===== src/hw/lan_dma_pkg.sv =====
/*
  Constants for the DMA status and operating mode block: register
  offsets, field positions, reset values and state encodings.
  Assumes a 32-bit register port addressed by byte offset.
*/
package lan_dma_pkg;

  // ==========================================================
  // Register offsets
  localparam logic [7:0] process_status_offset = 8'h28;
  localparam logic [7:0] operating_mode_offset = 8'h30;
  localparam logic [7:0] xmit_list_base_offset = 8'h20;

  // ==========================================================
  // Reset values
  localparam logic [31:0] process_status_reset = 32'hfc000000;
  localparam logic [31:0] operating_mode_reset = 32'h00000000;
  localparam logic [31:0] xmit_list_base_reset = 32'h00000000;

  // ==========================================================
  // Field positions
  localparam int bus_err_lsb        = 23;
  localparam int xmit_state_lsb     = 20;
  localparam int recv_state_lsb     = 17;
  localparam int event_msb          = 16;
  localparam int enhanced_fair_bit  = 31;
  localparam int collision_fair_bit = 17;
  localparam int launch_level_lsb   = 14;
  localparam int xmit_run_bit       = 13;
  localparam int xmit_stopped_bit   = 1;
  localparam int xmit_unavail_bit   = 2;
  localparam int xmit_jabber_bit    = 3;
  localparam int xmit_underflow_bit = 5;
  localparam int xmit_done_bit      = 0;
  localparam int bus_err_flag_bit   = 13;

  // ==========================================================
  // Encodings
  localparam logic [2:0] bus_err_parity   = 3'h0;
  localparam logic [2:0] bus_err_master   = 3'h1;
  localparam logic [2:0] bus_err_target   = 3'h2;

  localparam logic [2:0] xs_stopped  = 3'h0;
  localparam logic [2:0] xs_fetch    = 3'h1;
  localparam logic [2:0] xs_wait_end = 3'h2;
  localparam logic [2:0] xs_read_buf = 3'h3;
  localparam logic [2:0] xs_setup    = 3'h5;
  localparam logic [2:0] xs_suspend  = 3'h6;
  localparam logic [2:0] xs_close    = 3'h7;

  localparam logic [2:0] rs_stopped  = 3'h0;
  localparam logic [2:0] rs_fetch    = 3'h1;
  localparam logic [2:0] rs_check    = 3'h2;
  localparam logic [2:0] rs_wait     = 3'h3;
  localparam logic [2:0] rs_suspend  = 3'h4;
  localparam logic [2:0] rs_close    = 3'h5;
  localparam logic [2:0] rs_flush    = 3'h6;
  localparam logic [2:0] rs_queue    = 3'h7;

  typedef enum {
    tx_stopped, tx_fetch, tx_read_buf, tx_setup, tx_wait_end, tx_close, tx_suspend
  } tx_state_t;

endpackage


===== src/hw/lan_dma_status_and_mode_control.sv =====
/*
  Status and operating mode control for the descriptor DMA engines.
  Holds the process status register, the operating mode register and
  the transmit list base, and runs the transmit process sequencer.
  Assumes descriptor fetch, FIFO and MAC events arrive as one-cycle
  pulses on sys_clk, and that the receive engine reports its own state.
*/
// Implementation choices: the register offsets and strobed register access.
// Contract
// - Bus error field codes parity, master, target
// - Transmit state field at bits 22:20
// - Transmit stopped after reset or jabber
// - Running codes for fetch, wait, read, setup, close
// - Suspended on underflow or unavailable descriptor
// - Receive state bits 19:17, stopped after reset
// - Receive codes fetch, wait, close, queue
// - Receive codes check and suspended
// - Receive code for flushing frame
// - Event bits 0..16 cleared by writing one
// - Writes never change bits 17..25
// - Bit 31 enables enhanced capture resolution
// - Bit 17 enables capture-effect resolution
// - Threshold field selects transmit launch level
// - Run command starts transmit, checks list
// - Acquire from base or saved position
// - Unowned descriptor suspends, sets bit 2
// - Start honoured only when stopped
// - Clearing run stops after frame, saves position
// - Stop honoured only running or suspended
`timescale 1ns/1ps
module lan_dma_status_and_mode_control
  import lan_dma_pkg::*;
#(
  parameter int addr_w = 32
)(
  input  wire logic              sys_clk,
  input  wire logic              rstn,
  input  wire logic [7:0]        reg_addr,
  input  wire logic [31:0]       reg_wdata,
  input  wire logic              reg_write,
  input  wire logic              reg_read,
  output logic      [31:0]       reg_rdata,
  input  wire logic              desc_done,
  input  wire logic              desc_owned,
  input  wire logic              desc_is_setup,
  input  wire logic              buf_done,
  input  wire logic              frame_sent,
  input  wire logic              frame_irq_req,
  input  wire logic              close_done,
  input  wire logic              underflow,
  input  wire logic              jabber,
  input  wire logic              poll_demand,
  input  wire logic              bus_error,
  input  wire logic [2:0]        bus_error_kind,
  input  wire logic [2:0]        recv_state,
  input  wire logic [16:0]       other_events,
  output logic                   desc_fetch_req,
  output logic [addr_w-1:0]      desc_addr,
  output logic                   desc_advance,
  output logic [1:0]             fifo_launch_level,
  output logic                   collision_fairness_enable,
  output logic                   enhanced_fairness_enable
);

  // ==========================================================
  // Reset release
  logic rst_meta;
  logic rst_n;

  always_ff @(posedge sys_clk or negedge rstn)
  begin
    if (!rstn)
    begin
      rst_meta <= 1'b0;
      rst_n    <= 1'b0;
    end
    else
    begin
      rst_meta <= 1'b1;
      rst_n    <= rst_meta;
    end
  end

  // ==========================================================
  // Register decode
  logic wr_status;
  logic wr_mode;
  logic wr_base;

  assign wr_status = reg_write && (reg_addr == process_status_offset);
  assign wr_mode   = reg_write && (reg_addr == operating_mode_offset);
  assign wr_base   = reg_write && (reg_addr == xmit_list_base_offset);

  logic [31:0]       operating_mode;
  logic [addr_w-1:0] xmit_list_base;
  tx_state_t         tx_state;
  tx_state_t         next_tx_state;

  // ==========================================================
  // Operating mode register
  always_ff @(posedge sys_clk or negedge rst_n)
  begin
    if (!rst_n)
      operating_mode <= operating_mode_reset;
    else if (wr_mode)
    begin
      operating_mode <= reg_wdata;
      // Threshold locked unless the transmitter is stopped
      if (tx_state != tx_stopped)
        operating_mode[launch_level_lsb +: 2] <= operating_mode[launch_level_lsb +: 2];
    end
  end

  always_ff @(posedge sys_clk or negedge rst_n)
  begin
    if (!rst_n)
      xmit_list_base <= xmit_list_base_reset[addr_w-1:0];
    else if (wr_base)
      xmit_list_base <= reg_wdata[addr_w-1:0];
  end

  logic run_cmd;
  assign run_cmd = operating_mode[xmit_run_bit];

  // ==========================================================
  // Transmit sequencer
  logic stop_pending;
  logic run_prev;
  logic start_evt;
  logic stop_evt;

  always_ff @(posedge sys_clk or negedge rst_n)
  begin
    if (!rst_n)
      run_prev <= 1'b0;
    else
      run_prev <= run_cmd;
  end

  assign start_evt = run_cmd && !run_prev && (tx_state == tx_stopped);
  assign stop_evt  = !run_cmd && run_prev && (tx_state != tx_stopped);

  always_ff @(posedge sys_clk or negedge rst_n)
  begin
    if (!rst_n)
      stop_pending <= 1'b0;
    else if (tx_state == tx_stopped)
      stop_pending <= 1'b0;
    else if (stop_evt)
      stop_pending <= 1'b1;
  end

  always_comb
  begin
    next_tx_state = tx_state;
    case (tx_state)
      tx_stopped:
        if (start_evt)
          next_tx_state = tx_fetch;
      tx_fetch:
        if (stop_pending || stop_evt)
          next_tx_state = tx_stopped;
        else if (desc_done && !desc_owned)
          next_tx_state = tx_suspend;
        else if (desc_done && desc_is_setup)
          next_tx_state = tx_setup;
        else if (desc_done)
          next_tx_state = tx_read_buf;
      tx_read_buf:
        if (underflow)
          next_tx_state = tx_suspend;
        else if (buf_done)
          next_tx_state = tx_wait_end;
      tx_setup:
        if (buf_done)
          next_tx_state = tx_close;
      tx_wait_end:
        if (underflow)
          next_tx_state = tx_suspend;
        else if (frame_sent)
          next_tx_state = tx_close;
      tx_close:
        if (close_done)
          next_tx_state = (stop_pending || stop_evt) ? tx_stopped : tx_fetch;
      tx_suspend:
        // A stop left pending by an underflow must not strand the process here
        if (stop_pending || stop_evt)
          next_tx_state = tx_stopped;
        else if (poll_demand)
          next_tx_state = tx_fetch;
      default:
        next_tx_state = tx_stopped;
    endcase
    if (jabber)
      next_tx_state = tx_stopped;
  end

  always_ff @(posedge sys_clk or negedge rst_n)
  begin
    if (!rst_n)
      tx_state <= tx_stopped;
    else
      tx_state <= next_tx_state;
  end

  // ==========================================================
  // Descriptor position: base on first start after reset or a base write, retained across stop
  logic base_loaded;

  always_ff @(posedge sys_clk or negedge rst_n)
  begin
    if (!rst_n)
      base_loaded <= 1'b0;
    else if (wr_base)
      base_loaded <= 1'b0;
    else if (start_evt)
      base_loaded <= 1'b1;
  end

  always_ff @(posedge sys_clk or negedge rst_n)
  begin
    if (!rst_n)
      desc_addr <= '0;
    else if (start_evt && !base_loaded)
      desc_addr <= xmit_list_base;
    else if (tx_state == tx_close && close_done)
      desc_addr <= desc_addr + addr_w'(16);
  end

  always_ff @(posedge sys_clk or negedge rst_n)
  begin
    if (!rst_n)
    begin
      desc_fetch_req <= 1'b0;
      desc_advance   <= 1'b0;
    end
    else
    begin
      desc_fetch_req <= (next_tx_state == tx_fetch) && (tx_state != tx_fetch);
      desc_advance   <= (tx_state == tx_close) && close_done;
    end
  end

  // ==========================================================
  // Status register
  logic [2:0]  xmit_code;
  logic [2:0]  bus_err_code;
  logic [16:0] events;
  logic [16:0] set_mask;
  logic [2:0]  recv_code;

  always_comb
  begin
    case (tx_state)
      tx_fetch:    xmit_code = xs_fetch;
      tx_read_buf: xmit_code = xs_read_buf;
      tx_setup:    xmit_code = xs_setup;
      tx_wait_end: xmit_code = xs_wait_end;
      tx_close:    xmit_code = xs_close;
      tx_suspend:  xmit_code = xs_suspend;
      default:     xmit_code = xs_stopped;
    endcase
  end

  // Receive codes pass through; reserved ones are impossible there
  assign recv_code = recv_state;

  always_ff @(posedge sys_clk or negedge rst_n)
  begin
    if (!rst_n)
      bus_err_code <= process_status_reset[bus_err_lsb +: 3];
    else if (bus_error && bus_error_kind <= bus_err_target)
      bus_err_code <= bus_error_kind;
  end

  always_comb
  begin
    set_mask = other_events;
    set_mask[xmit_done_bit]      = other_events[xmit_done_bit]
                                   | (tx_state == tx_close && close_done && frame_irq_req);
    set_mask[xmit_stopped_bit]   = (next_tx_state == tx_stopped) && (tx_state != tx_stopped);
    set_mask[xmit_unavail_bit]   = (tx_state == tx_fetch) && desc_done && !desc_owned;
    set_mask[xmit_jabber_bit]    = jabber;
    set_mask[xmit_underflow_bit] = underflow && (tx_state == tx_read_buf
                                                 || tx_state == tx_wait_end);
    set_mask[bus_err_flag_bit]   = other_events[bus_err_flag_bit] | bus_error;
  end

  always_ff @(posedge sys_clk or negedge rst_n)
  begin
    if (!rst_n)
      events <= process_status_reset[event_msb:0];
    else
    begin
      // Set beats clear in the same cycle
      events <= (events & ~(wr_status ? reg_wdata[event_msb:0] : 17'h0)) | set_mask;
    end
  end

  // ==========================================================
  // Read path and mode outputs
  always_ff @(posedge sys_clk or negedge rst_n)
  begin
    if (!rst_n)
      reg_rdata <= 32'h0;
    else if (reg_read)
      case (reg_addr)
        process_status_offset:
          reg_rdata <= {process_status_reset[31:26], bus_err_code, xmit_code, recv_code, events};
        operating_mode_offset: reg_rdata <= operating_mode;
        xmit_list_base_offset: reg_rdata <= 32'(xmit_list_base);
        default:               reg_rdata <= 32'h0;
      endcase
    else
      reg_rdata <= 32'h0;
  end

  always_ff @(posedge sys_clk or negedge rst_n)
  begin
    if (!rst_n)
    begin
      fifo_launch_level         <= 2'h0;
      collision_fairness_enable <= 1'b0;
      enhanced_fairness_enable  <= 1'b0;
    end
    else
    begin
      fifo_launch_level         <= operating_mode[launch_level_lsb +: 2];
      collision_fairness_enable <= operating_mode[collision_fair_bit];
      enhanced_fairness_enable  <= operating_mode[enhanced_fair_bit];
    end
  end

endmodule


===== config.mk =====
export PLATFORM = sky130hd
export DESIGN_NAME = lan_dma_status_and_mode_control
export DESIGN_NICKNAME = d
export VERILOG_FILES = /design/src/hw/lan_dma_pkg.sv /design/src/hw/lan_dma_status_and_mode_control.sv
export SDC_FILE = /design/constraint.sdc
export NUM_CORES = 1
export LEC_CHECK = 0
export BUFFER_PORTS_ARGS = -buffer_cell sky130_fd_sc_hd__buf_2
export CAP_MARGIN = 0
export CORE_AREA = 2 2 168 170
export CTS_CLUSTER_SIZE = 16
export DETAILED_ROUTE_END_ITERATION = 8
export DIE_AREA = 0 0 170 172
export PLACE_DENSITY = 0.47
export SKIP_CTS_REPAIR_TIMING = 1
export SKIP_LAST_GASP = 1
export SYNTH_ARGS = -nofsm -noshare
export SYNTH_HDL_FRONTEND = slang
export SYNTH_SLANG_ARGS = --single-unit

===== constraint.sdc =====
create_clock -name sys_clk -period 10.55 [get_ports sys_clk]
set_input_delay 0.5275 -clock sys_clk [delete_from_list [all_inputs] [get_ports sys_clk]]
set_output_delay 0.5275 -clock sys_clk [all_outputs]
set_load 0.1 [all_outputs]

==> metrics.txt, run 1 <==
status complete, no violations; R2R cell count 7; final hold vios 0; P per Cell Area 155 mW/mm^2; endpoints failing setup 0; syn_area_per_cell 11.5 sq um; CTS tree yes; Rel. slew slack 0.245; worst hold slack 0.263 ns; CP required 10.87 ns; nets 948; RSZ-0062 raised after global routing false; first-pass GRT wire length 32.4 mm; Final ANT Viol Nets 0; combinational family with the most area after synthesis simple AND/OR/NAND/NOR gates; Die Area 0.0292 sq mm; Mapped Cells 707; Routed Wire Length 20.7 mm; Clock Pin Slew Worst Setup and Hold Paths 0.09 ns; post-synthesis mux area share 0.128; fill cell count 2787; EDFF count, synth 0; fraction of layout cells with a size suffix above 1 0.300; CTS Buf Count 17; crit path max-delay cell type inv_2; most frequent cells in the layout dfrtp_1 (190), buf_2 (143), nor2_1 (94); Hold EP events[9]$_DFF_PN0_; clk_lat worst skew 0.44 ns; Critical Path End Type flop; Finished Core Util 0.360; depth of the CTS H-tree 4; most common cell after layout, fill and taps aside dfrtp_1; routed len/inst 16.9 um; total number of vias 5848; I/O Pins 148; core area 0.0275 sq mm; setup TNS 0 ns; crit path time final 3.15 ns; Crit Path Class flop to flop; initial core utilization 0.295; Synth-to-Final Area Change 22.2%; Hold Path Class input port to flop; DR DRC count 0; HP Start other_events[9]; final period utilization 0.298; synth unique cells 61; Max-Cap Viols 0; Die X 170 um; XOR/XNOR Fraction of Synth Area 0.0162; reg2reg start tx_state[1]$_DFF_PN0_; CP Cell Sequence nand2b_1 > nor2_1 > nand3_2 > inv_2 > nor2_1 > o21bai_1 > a221o_1; Synth Area in Adders 0.00154; DP Wirelength 14.1 mm; clk sinks 191; Worst Path Max Fanout 24; vias in the first global route 5652; GPL Wtd Cong 0.744; Async S/R FF share, synth 1.00; CP Launch Type flop; Max clock buf depth 2; end of the worst register-to-register path desc_addr[6]$_DFFE_PN0P_; initial antenna violation count 1; post-place setup slack 7.36 ns; hold path cells 2; clock root cell clkbuf_16; Syn. warnings 0; Slowest Stage Delay on Critical Path 0.62 ns; num rows 61; synthesized area 0.00810 sq mm; compound-gate portion of the synthesized area 0.0935; post-synthesis simple-gate area fraction 0.144; worst path buffer plus inverter count 1; Via density 4.76; GRT Total Usage 0.146; Die Y-Extent 172 um; P_leak 4.57 nW; input/output buffers 143; CP top delay family simple AND/OR/NAND/NOR gates; Most common cell on crit path nor2_1; Slew Viols, Final 0; total global routing overflow 0; skew final 0.0199 ns; Finished Layout Cells 1228; initial detailed-routing violation count 303; placed cells 1195; Critical Path AT 3.46 ns; Main synth FF type dfrtp_1; largest net degree at the start of global routing 74; setup slack, reg-to-reg 7.40 ns; Synth Register Bits 191; first-pass detailed-route iteration total 4; worst-margin pin slew 1.13 ns; Max Fclk 318 MHz; antenna cells 0; final worst slack 7.40 ns; Seq/Total Area, Yosys 0.590; Max VDD drop 0.0000772 V
-- synth_stat cells (all sizes together) (2+ instances only) --
| cell | n | area (sq um) |
|---|---|---|
| dfrtp | 191 | 4780 |
| nor2 | 97 | 382 |
| mux2 | 69 | 777 |
| nand2 | 58 | 218 |
| a21oi | 48 | 240 |
| mux2i | 26 | 260 |
| o21ai | 24 | 120 |
| buf | 19 | 124 |
| clkbuf | 17 | 63.8 |
| nand3 | 16 | 85.1 |
| a21o | 12 | 90.1 |
| nand4 | 12 | 75.1 |
| nor4 | 11 | 81.3 |
| xor2 | 11 | 96.3 |
| nand2b | 10 | 65.1 |
| nor3 | 9 | 56.3 |
| and3 | 7 | 43.8 |
| nor2b | 7 | 43.8 |
| a31oi | 5 | 31.3 |
| inv | 5 | 18.8 |
| o311ai | 5 | 43.8 |
| o21a | 4 | 30.0 |
| xnor2 | 4 | 35.0 |
| a221o | 3 | 30.0 |
| and2 | 3 | 18.8 |
| and4 | 3 | 26.3 |
| a211o | 2 | 17.5 |
| a211oi | 2 | 25.0 |
| a22o | 2 | 17.5 |
| a22oi | 2 | 15.0 |
| conb | 2 | 7.51 |
| nand3b | 2 | 15.0 |
| nand4b | 2 | 17.5 |
| o21bai | 2 | 15.0 |
| o22ai | 2 | 12.5 |
| or3 | 2 | 17.5 |
-- metal layers --
layer	track usage	wire, um	vias up
met5	0	16	-
met3	0.0369	932	13
li1	-	-	2787
met4	0.0416	220	2
met2	0.234	9810	119
met1	0.197	9750	2927
-- flip-flops by register name, summed over array words and instances, names as in the netlist --
name,cells
operating_mode,32
tx_state,32
events,17
collision_fairness_enable,1
xmit_list_base,32
bus_err_code,3
rst_meta,1
stop_pending,1
rst_n,1
reg_rdata,32
run_prev,1
enhanced_fairness_enable,1
desc_advance,1
desc_fetch_req,1
base_loaded,1
desc_addr,32
fifo_launch_level,2
-- final cells by class --
type,instances,area (sq um),area share
clock inverter,15,228,0.0230
sequential,191,4780,0.483
inverter,5,18.8,0.00190
timing repair buffer,151,778,0.0786
multi-input combinational,503,3230,0.326
tap,346,433,0.0437
clock buffer,17,425,0.0430
-- power by group --
group | internal (W) | switching, W | leakage [nW]
registers | 0.000752 | 0.0000165 | 2.38
clock network | 0.000354 | 0.000339 | 0.316
logic | 0.0000310 | 0.0000439 | 1.87
-- worst max path at each step --
| stage | startpoint | to | depth (start not counted) |
|---|---|---|---|
| finish | tx_state[1]$_DFF_PN0_ | desc_addr[6]$_DFFE_PN0P_ | 7 |
| global route | tx_state[0]$_DFF_PN0_ | desc_addr[6]$_DFFE_PN0P_ | 7 |
| CTS | tx_state[1]$_DFF_PN0_ | desc_addr[6]$_DFFE_PN0P_ | 7 |
| detailed placement | tx_state[1]$_DFF_PN0_ | desc_addr[6]$_DFFE_PN0P_ | 7 |
| global placement | tx_state[1]$_DFF_PN0_ | desc_addr[6]$_DFFE_PN0P_ | 7 |
| floorplan | rst_n$_DFF_PN0_ | base_loaded$_DFFE_PN0P_ | 0 |
-- cell families (layout without fill, tap and decap cells) --
| group | Yosys count | after routing |
|---|---|---|
| mux | 95 | 95 |
| other cells | 2 | 30 |
| compound gates | 121 | 121 |
| flops | 191 | 191 |
| buf+inv | 41 | 188 |
| simple gates | 241 | 241 |
| fa+ha+maj | 1 | 1 |
| xor+xnor | 15 | 15 |
-- metrics by stage --
step | total power [W] | instance area, sq um
2_1_floorplan | 0.000825 | 8200
3_3_place_gp | 0.000860 | 9230
3_5_place_dp | 0.000861 | 9230
4_1_cts | 0.00157 | 9890
5_1_grt | 0.00161 | 9900
6_report | 0.00154 | 9900
Note: power is estimated with default switching activity, not from simulation.
==> run 2, diff against run 1 <==
==> constraint.sdc (replaced) <==
create_clock -name sys_clk -period 3.2 [get_ports sys_clk]
set_input_delay 0.16 -clock sys_clk [delete_from_list [all_inputs] [get_ports sys_clk]]
set_output_delay 0.16 -clock sys_clk [all_outputs]
set_load 0.1 [all_outputs]
==> metrics.txt, run 2 (synthesized netlist as in run 1, its figures left out) <==
status complete, no violations (unchanged); Hold Path Class input port to flop (unchanged); Worst Path Max Fanout 17 (was 24); met2 wire length 10.0 mm (was 9.81 mm); Sequential Power Share 0.508 (was 0.500); GRT Total Usage 0.150 (was 0.146); Rel. slew slack 0.539 (was 0.245); total number of vias 5976 (was 5848); switching power 0.00127 W (was 0.000399 W); Max Fclk 408 MHz (was 318 MHz); CP Launch Type flop (unchanged); DP Wirelength 14.8 mm (was 14.1 mm); switching share of power 0.256 (was 0.260); RSZ-0062 raised after global routing false (unchanged); P per Cell Area 476 mW/mm^2 (was 155 mW/mm^2); vias in the first global route 5801 (was 5652); first-pass detailed-route iteration total 4 (unchanged); depth of the CTS H-tree 4 (unchanged); first-pass GRT wire length 33.1 mm (was 32.4 mm); routed len/inst 16.5 um (was 16.9 um); endpoints failing setup 0 (unchanged); Crit Path Class flop to flop (unchanged); most frequent cells in the layout dfrtp_1 (190), buf_2 (143), nor2_1 (94) (unchanged); Clock Pin Slew Worst Setup and Hold Paths 0.08 ns (was 0.09 ns); CP required 3.57 ns (was 10.87 ns); final period utilization 0.765 (was 0.298); most common cell after layout, fill and taps aside dfrtp_1 (unchanged); num rows 61 (unchanged); clk sinks 191 (unchanged); DR DRC count 0 (unchanged); CTS tree yes (unchanged); Logic pwr share 0.062 (was 0.049); total global routing overflow 0 (unchanged); max layer used met4 (was met5); clock root cell clkbuf_16 (unchanged); Critical Path End Type flop (unchanged); nets 1007 (was 948); skew final 0.0197 ns (was 0.0199 ns); CTS Buf Count 17 (unchanged); Max clock buf depth 2 (unchanged); Die Y-Extent 172 um (unchanged); initial detailed-routing violation count 215 (was 303); Max VDD drop 0.000321 V (was 0.0000772 V); core area 0.0275 sq mm (unchanged); input/output buffers 143 (unchanged); post-place setup slack 0.776 ns (was 7.36 ns); initial antenna violation count 1 (unchanged); Slew Viols, Final 0 (unchanged); clock group share of total power 0.430 (was 0.451); initial core utilization 0.295 (unchanged); clk_lat worst skew 0.44 ns (about the same); Synth-to-Final Area Change 29.0% (was 22.2%); final hold vios 0 (unchanged); Die Area 0.0292 sq mm (unchanged); GPL Wtd Cong 0.733 (was 0.744); fraction of layout cells with a size suffix above 1 0.290 (was 0.300); worst-margin pin slew 0.686 ns (was 1.13 ns); Die X 170 um (unchanged); P_leak 4.80 nW (was 4.57 nW); crit path time final 2.45 ns (was 3.15 ns); metal3 WL 733 um (was 932 um); Via density 4.64 (was 4.76); final worst slack 0.751 ns (was 7.40 ns); Max-Cap Viols 0 (unchanged); setup TNS 0 ns (unchanged); Final ANT Viol Nets 0 (unchanged); Routed Wire Length 21.2 mm (was 20.7 mm); Metal-1 WL 10.1 mm (was 9.75 mm); Critical Path AT 2.82 ns (was 3.46 ns); P_int 0.00370 W (was 0.00114 W); I/O Pins 148 (unchanged); largest net degree at the start of global routing 62 (was 74)
-- run 2: path summary, 6_finish.rpt --
check	endpoint	slack [ns]	startpoint	cells past startpoint
setup / recovery	events[0]$_DFF_PN0_	0.75	tx_state[3]$_DFF_PN0_	7
setup reg to reg	events[0]$_DFF_PN0_	0.75	tx_state[3]$_DFF_PN0_	7
hold / removal	bus_err_code[1]$_DFFE_PN0P_	0.0007	bus_error_kind[1]	3
max in group asynchronous	reg_rdata[27]$_DFF_PN0_	2.09	rst_n$_DFF_PN0_	1
min in group asynchronous	rst_n$_DFF_PN0_	0.02	rstn	2
hold reg to reg	reg_rdata[9]$_DFF_PN0_	0.34	rst_n$_DFF_PN0_	0
-- run 2: through the flow --
stage / instances / hold slack, ns / power [W] / area, sq um / utilization
CTS: 1235 / -0.541 / 0.00503 / 9920 / 0.361
finish: 1288 / 0.000739 / 0.00498 / 10400 / 0.380
global placement: 1203 / -0.0548 / 0.00284 / 9320 / 0.339
global route: 1287 / 0.00689 / 0.00520 / 10400 / 0.380
detailed placement: 1203 / -0.0536 / 0.00285 / 9320 / 0.339
floorplan: 735 / -0.136 / 0.00272 / 8210 / -
-- run 2: critical path: stages, from the launching register on --
cell and delay, ns:
dfrtp_1 0.37, nor4_1 0.42, and4_1 0.32, nand3_2 0.10
inv_2 0.16, buf_4 0.29, a221o_1 0.18, dlygate4sd3_1 0.54
-- run 2: cell type report --
type                       instances  area, sq um
fill                            2749        17000
timing repair buffer             210         1370
multi-input combinational        503         3230
antenna                            1         2.50
clock inverter                    14          163
tap                              346          433
clock buffer                      18          439
inverter                           5         18.8
sequential                       191         4780
-- run 2: power by group through the flow --
stage / clock [W] / sequential [W] / combinational (W)
after global placement: 0 / 0.00258 / 0.000264
after floorplan: 0 / 0.00260 / 0.000118
after detailed placement: 0 / 0.00258 / 0.000267
after global routing: 0.00232 / 0.00254 / 0.000346
final: 0.00214 / 0.00253 / 0.000307
after CTS: 0.00223 / 0.00253 / 0.000267
-- run 2: metal layers --
layer | track usage | vias to the layer above
met4 | 0.0554 | 0
met5 | 0 | -
met1 | 0.203 | 2921
met3 | 0.0275 | 20
met2 | 0.239 | 121
li1 | - | 2914
==> run 3, diff against run 2 <==
--- a/config.mk
+++ b/config.mk
@@ -5,13 +5,14 @@
 export SDC_FILE = /design/constraint.sdc
 export NUM_CORES = 1
 export LEC_CHECK = 0
+export ABC_AREA = 1
 export BUFFER_PORTS_ARGS = -buffer_cell sky130_fd_sc_hd__buf_2
 export CAP_MARGIN = 0
-export CORE_AREA = 2 2 168 170
+export CORE_AREA = 2 2 173 175
 export CTS_CLUSTER_SIZE = 16
 export DETAILED_ROUTE_END_ITERATION = 8
-export DIE_AREA = 0 0 170 172
-export PLACE_DENSITY = 0.47
+export DIE_AREA = 0 0 175 177
+export PLACE_DENSITY = 0.48
 export SKIP_CTS_REPAIR_TIMING = 1
 export SKIP_LAST_GASP = 1
 export SYNTH_ARGS = -nofsm -noshare
==> constraint.sdc (replaced) <==
create_clock -name sys_clk -period 2.2 [get_ports sys_clk]
set_input_delay 0.11 -clock sys_clk [delete_from_list [all_inputs] [get_ports sys_clk]]
set_output_delay 0.11 -clock sys_clk [all_outputs]
set_load 0.1 [all_outputs]
==> metrics.txt, run 3 <==
setup TNS 0 ns (unchanged); failing checks hold timing; most frequent cells in the layout nand2_1 (270), dfrtp_1 (179), buf_2 (143) (was dfrtp_1 (190), buf_2 (143), nor2_1 (94)); top cells by count, synth nand2_1 (272), dfrtp_1 (191), inv_1 (111) (was dfrtp_1 (191), nor2_1 (94), mux2_2 (66)); Clock Pin Slew Worst Setup and Hold Paths 0.07 ns (was 0.08 ns); final period utilization 0.908 (was 0.765); CP Cell Sequence nor2_1 > nand2_2 > nor2_8 > nand2_1 > nor3_2 > nand3_1 > nor2_1 > nor2_1 > nand3_1 > nand2_1 > nand2_1 > inv_1 (was nor4_1 > and4_1 > nand3_2 > inv_2 > buf_4 > a221o_1 > dlygate4sd3_1); skew final 0.0149 ns (was 0.0197 ns); synthesized area 0.00860 sq mm (was 0.00810 sq mm); clock root cell clkbuf_16 (unchanged); post-synthesis mux area share 0 (was 0.128); Mapped Cells 1001 (was 707); Async S/R FF share, synth 1.00 (unchanged); routed len/inst 15.7 um (was 16.5 um); CTS tree yes (unchanged); Seq/Total Area, Yosys 0.556 (was 0.590); leading post-synthesis cells by cell area dfrtp_1 (56%), nand2_1 (12%), o21ai_0 (5.2%) (was dfrtp_1 (59%), mux2_2 (9.2%), nor2_1 (4.4%)); post-synthesis simple-gate area fraction 0.234 (was 0.144); Critical Path AT 2.33 ns (was 2.82 ns); combinational family with the most area after synthesis simple AND/OR/NAND/NOR gates (unchanged); Reg area 0.00480 sq mm (was 0.00478 sq mm); DR DRC count 0 (unchanged); Die Area 0.0310 sq mm (was 0.0292 sq mm); syn_area_per_cell 8.59 sq um (was 11.5 sq um); CP required 2.53 ns (was 3.57 ns); crit path max-delay cell type dfrtp_1 (was dlygate4sd3_1); status finished, violations left (was complete, no violations); endpoints failing setup 0 (unchanged); Syn. warnings 0 (unchanged); first-pass detailed-route iteration total 6 (was 4); first-pass GRT wire length 39.7 mm (was 33.1 mm); CP Launch Type flop (unchanged); multi-input logic area 0.00335 sq mm (was 0.00323 sq mm); CP top delay family simple AND/OR/NAND/NOR gates (was buffers and inverters); Max clock buf depth 2 (unchanged); DP Wirelength 18.4 mm (was 14.8 mm); Worst Path Max Fanout 7 (was 17); total number of vias 7299 (was 5976); EDFF count, synth 0 (unchanged); most common cell after layout, fill and taps aside nand2_1 (was dfrtp_1); RSZ-0062 raised after global routing false (unchanged); worst-margin pin slew 0.648 ns (was 0.686 ns); nets 1308 (was 1007); Rel. slew slack 0.568 (was 0.539); Max VDD drop 0.000432 V (was 0.000321 V); P_leak 5.58 nW (was 4.80 nW); GRT Total Usage 0.168 (was 0.150); Slowest Stage Delay on Critical Path 0.36 ns (was 0.54 ns); antenna cells 0 (was 1); initial detailed-routing violation count 482 (was 215); Finished Core Util 0.379 (was 0.380); Die X 175 um (was 170 um); final hold vios 9 (was 0); Via density 4.47 (was 4.64); Synth Register Bits 191 (unchanged); total global routing overflow 0 (unchanged); worst hold slack -0.0305 ns (was 0.000739 ns); vias in the first global route 6946 (was 5801); Die Y-Extent 177 um (was 172 um); Main synth FF type dfrtp_1 (unchanged); Synth Area in Adders 0.00146 (was 0.00154); Routed Wire Length 25.5 mm (was 21.2 mm); Crit Path Class flop to flop (unchanged); Yosys top cell area share 0.556 (was 0.590); GPL Wtd Cong 0.841 (was 0.733); clk_lat worst skew 0.44 ns (about the same); initial antenna violation count 0 (was 1); Synth-to-Final Area Change 29.0% (about the same); area leader, netlist dfrtp_1 (unchanged); clk sinks 191 (unchanged); Slew Viols, Final 0 (unchanged); num rows 63 (was 61); fill cell count 3043 (was 2749); largest net degree at the start of global routing 53 (was 62); initial core utilization 0.294 (was 0.295); CTS Buf Count 17 (unchanged); crit path time final 2.00 ns (was 2.45 ns); core area 0.0292 sq mm (was 0.0275 sq mm); Max Fclk 500 MHz (was 408 MHz); input/output buffers 143 (unchanged); depth of the CTS H-tree 4 (unchanged); compound-gate portion of the synthesized area 0.108 (was 0.0935); most frequent cell after synthesis nand2_1 (was dfrtp_1); synth unique cells 40 (was 61); fraction of layout cells with a size suffix above 1 0.213 (was 0.290); P per Cell Area 647 mW/mm^2 (was 476 mW/mm^2); XOR/XNOR Fraction of Synth Area 0.0265 (was 0.0162); Critical Path End Type flop (unchanged); Final ANT Viol Nets 0 (unchanged); Max-Cap Viols 0 (unchanged); I/O Pins 148 (unchanged); worst path buffer plus inverter count 1 (was 3); Hold Path Class input port to flop (unchanged)
==> run 3: cell types whose count changed after synthesis, sizes merged, moves of 12 or more <==
| cell | delta |
|---|---|
| mux2 | -69 |
| nand3 | +21 |
| a21o | -12 |
| mux2i | -26 |
| o21ai | +65 |
| nand2 | +224 |
| a21oi | -24 |
| nor2 | +18 |
| inv | +114 |
==> run 3: cell families after synthesis <==
group,count (synthesis)
adders and majority gates,1
buffers and inverters,154
other,2
DFF,191
and+or+nand+nor,467
xor gates and xnor gates,26
AOI/OAI and AO/OA,160
==> run 3: cell type report <==
| type | instances | area share |
|---|---|---|
| flip-flops and latches | 191 | 0.432 |
| multi-input cells | 684 | 0.302 |
| repair buffers | 216 | 0.127 |
| well taps | 390 | 0.0440 |
| inverters | 119 | 0.0405 |
| clock buffers | 17 | 0.0383 |
| clock inverters | 15 | 0.0157 |
==> run 3: path summary, 6_finish.rpt <==
| kind | startpoint | to | slack, ns | cells past startpoint |
|---|---|---|---|---|
| worst max-delay path | tx_state[8]$_DFF_PN0_ | desc_fetch_req$_DFF_PN0_ | 0.20 | 12 |
| worst min-delay path | reg_wdata[6] | operating_mode[6]$_DFFE_PN0P_ | -0.03 | 3 |
| worst max register to register | tx_state[8]$_DFF_PN0_ | desc_fetch_req$_DFF_PN0_ | 0.20 | 12 |
| worst min register to register | rst_meta$_DFF_PN0_ | rst_n$_DFF_PN0_ | 0.35 | 0 |
| max in group asynchronous | rst_n$_DFF_PN0_ | reg_rdata[15]$_DFF_PN0_ | 1.13 | 1 |
| min in group asynchronous | rst_n$_DFF_PN0_ | operating_mode[4]$_DFFE_PN0P_ | 0.37 | 0 |
==> run 3: worst reg2reg max path, cell delays in order, from the launching register on <==
cell,delay (ns)
dfrtp_1,0.36
nor2_1,0.17
nand2_2,0.11
nor2_8,0.16
nand2_1,0.14
nor3_2,0.34
nand3_1,0.19
nor2_1,0.13
nor2_1,0.05
nand3_1,0.06
nand2_1,0.07
nand2_1,0.08
inv_1,0.04
==> run 3: power breakdown <==
| part | switching [W] | internal, W |
|---|---|---|
| Sequential | 0.0000693 | 0.00360 |
| Combinational | 0.000206 | 0.000156 |
| Clock | 0.00152 | 0.00163 |
| Total | 0.00179 | 0.00539 |
==> run 3: layer usage <==
layer / vias up / wire length (um) / GRT usage
met5: - / 0 / 0
met4: 0 / 235 / 0.0351
met3: 15 / 1030 / 0.0329
met2: 169 / 12100 / 0.273
met1: 3487 / 12200 / 0.235
li1: 3628 / - / -
==> run 3: through the flow <==
stage / total power, W / hold slack (ns) / setup slack [ns] / cells / cell area (sq um)
2_1_floorplan: 0.00388 / -0.186 / -0.00687 / 1029 / 8770
3_3_place_gp: 0.00405 / -0.0970 / 0.148 / 1554 / 10000
3_5_place_dp: 0.00405 / -0.0956 / 0.120 / 1554 / 10000
4_1_cts: 0.00725 / -0.575 / 0.105 / 1586 / 10600
5_1_grt: 0.00750 / 0.000764 / 0.0179 / 1632 / 11100
6_report: 0.00718 / -0.0305 / 0.202 / 1632 / 11100
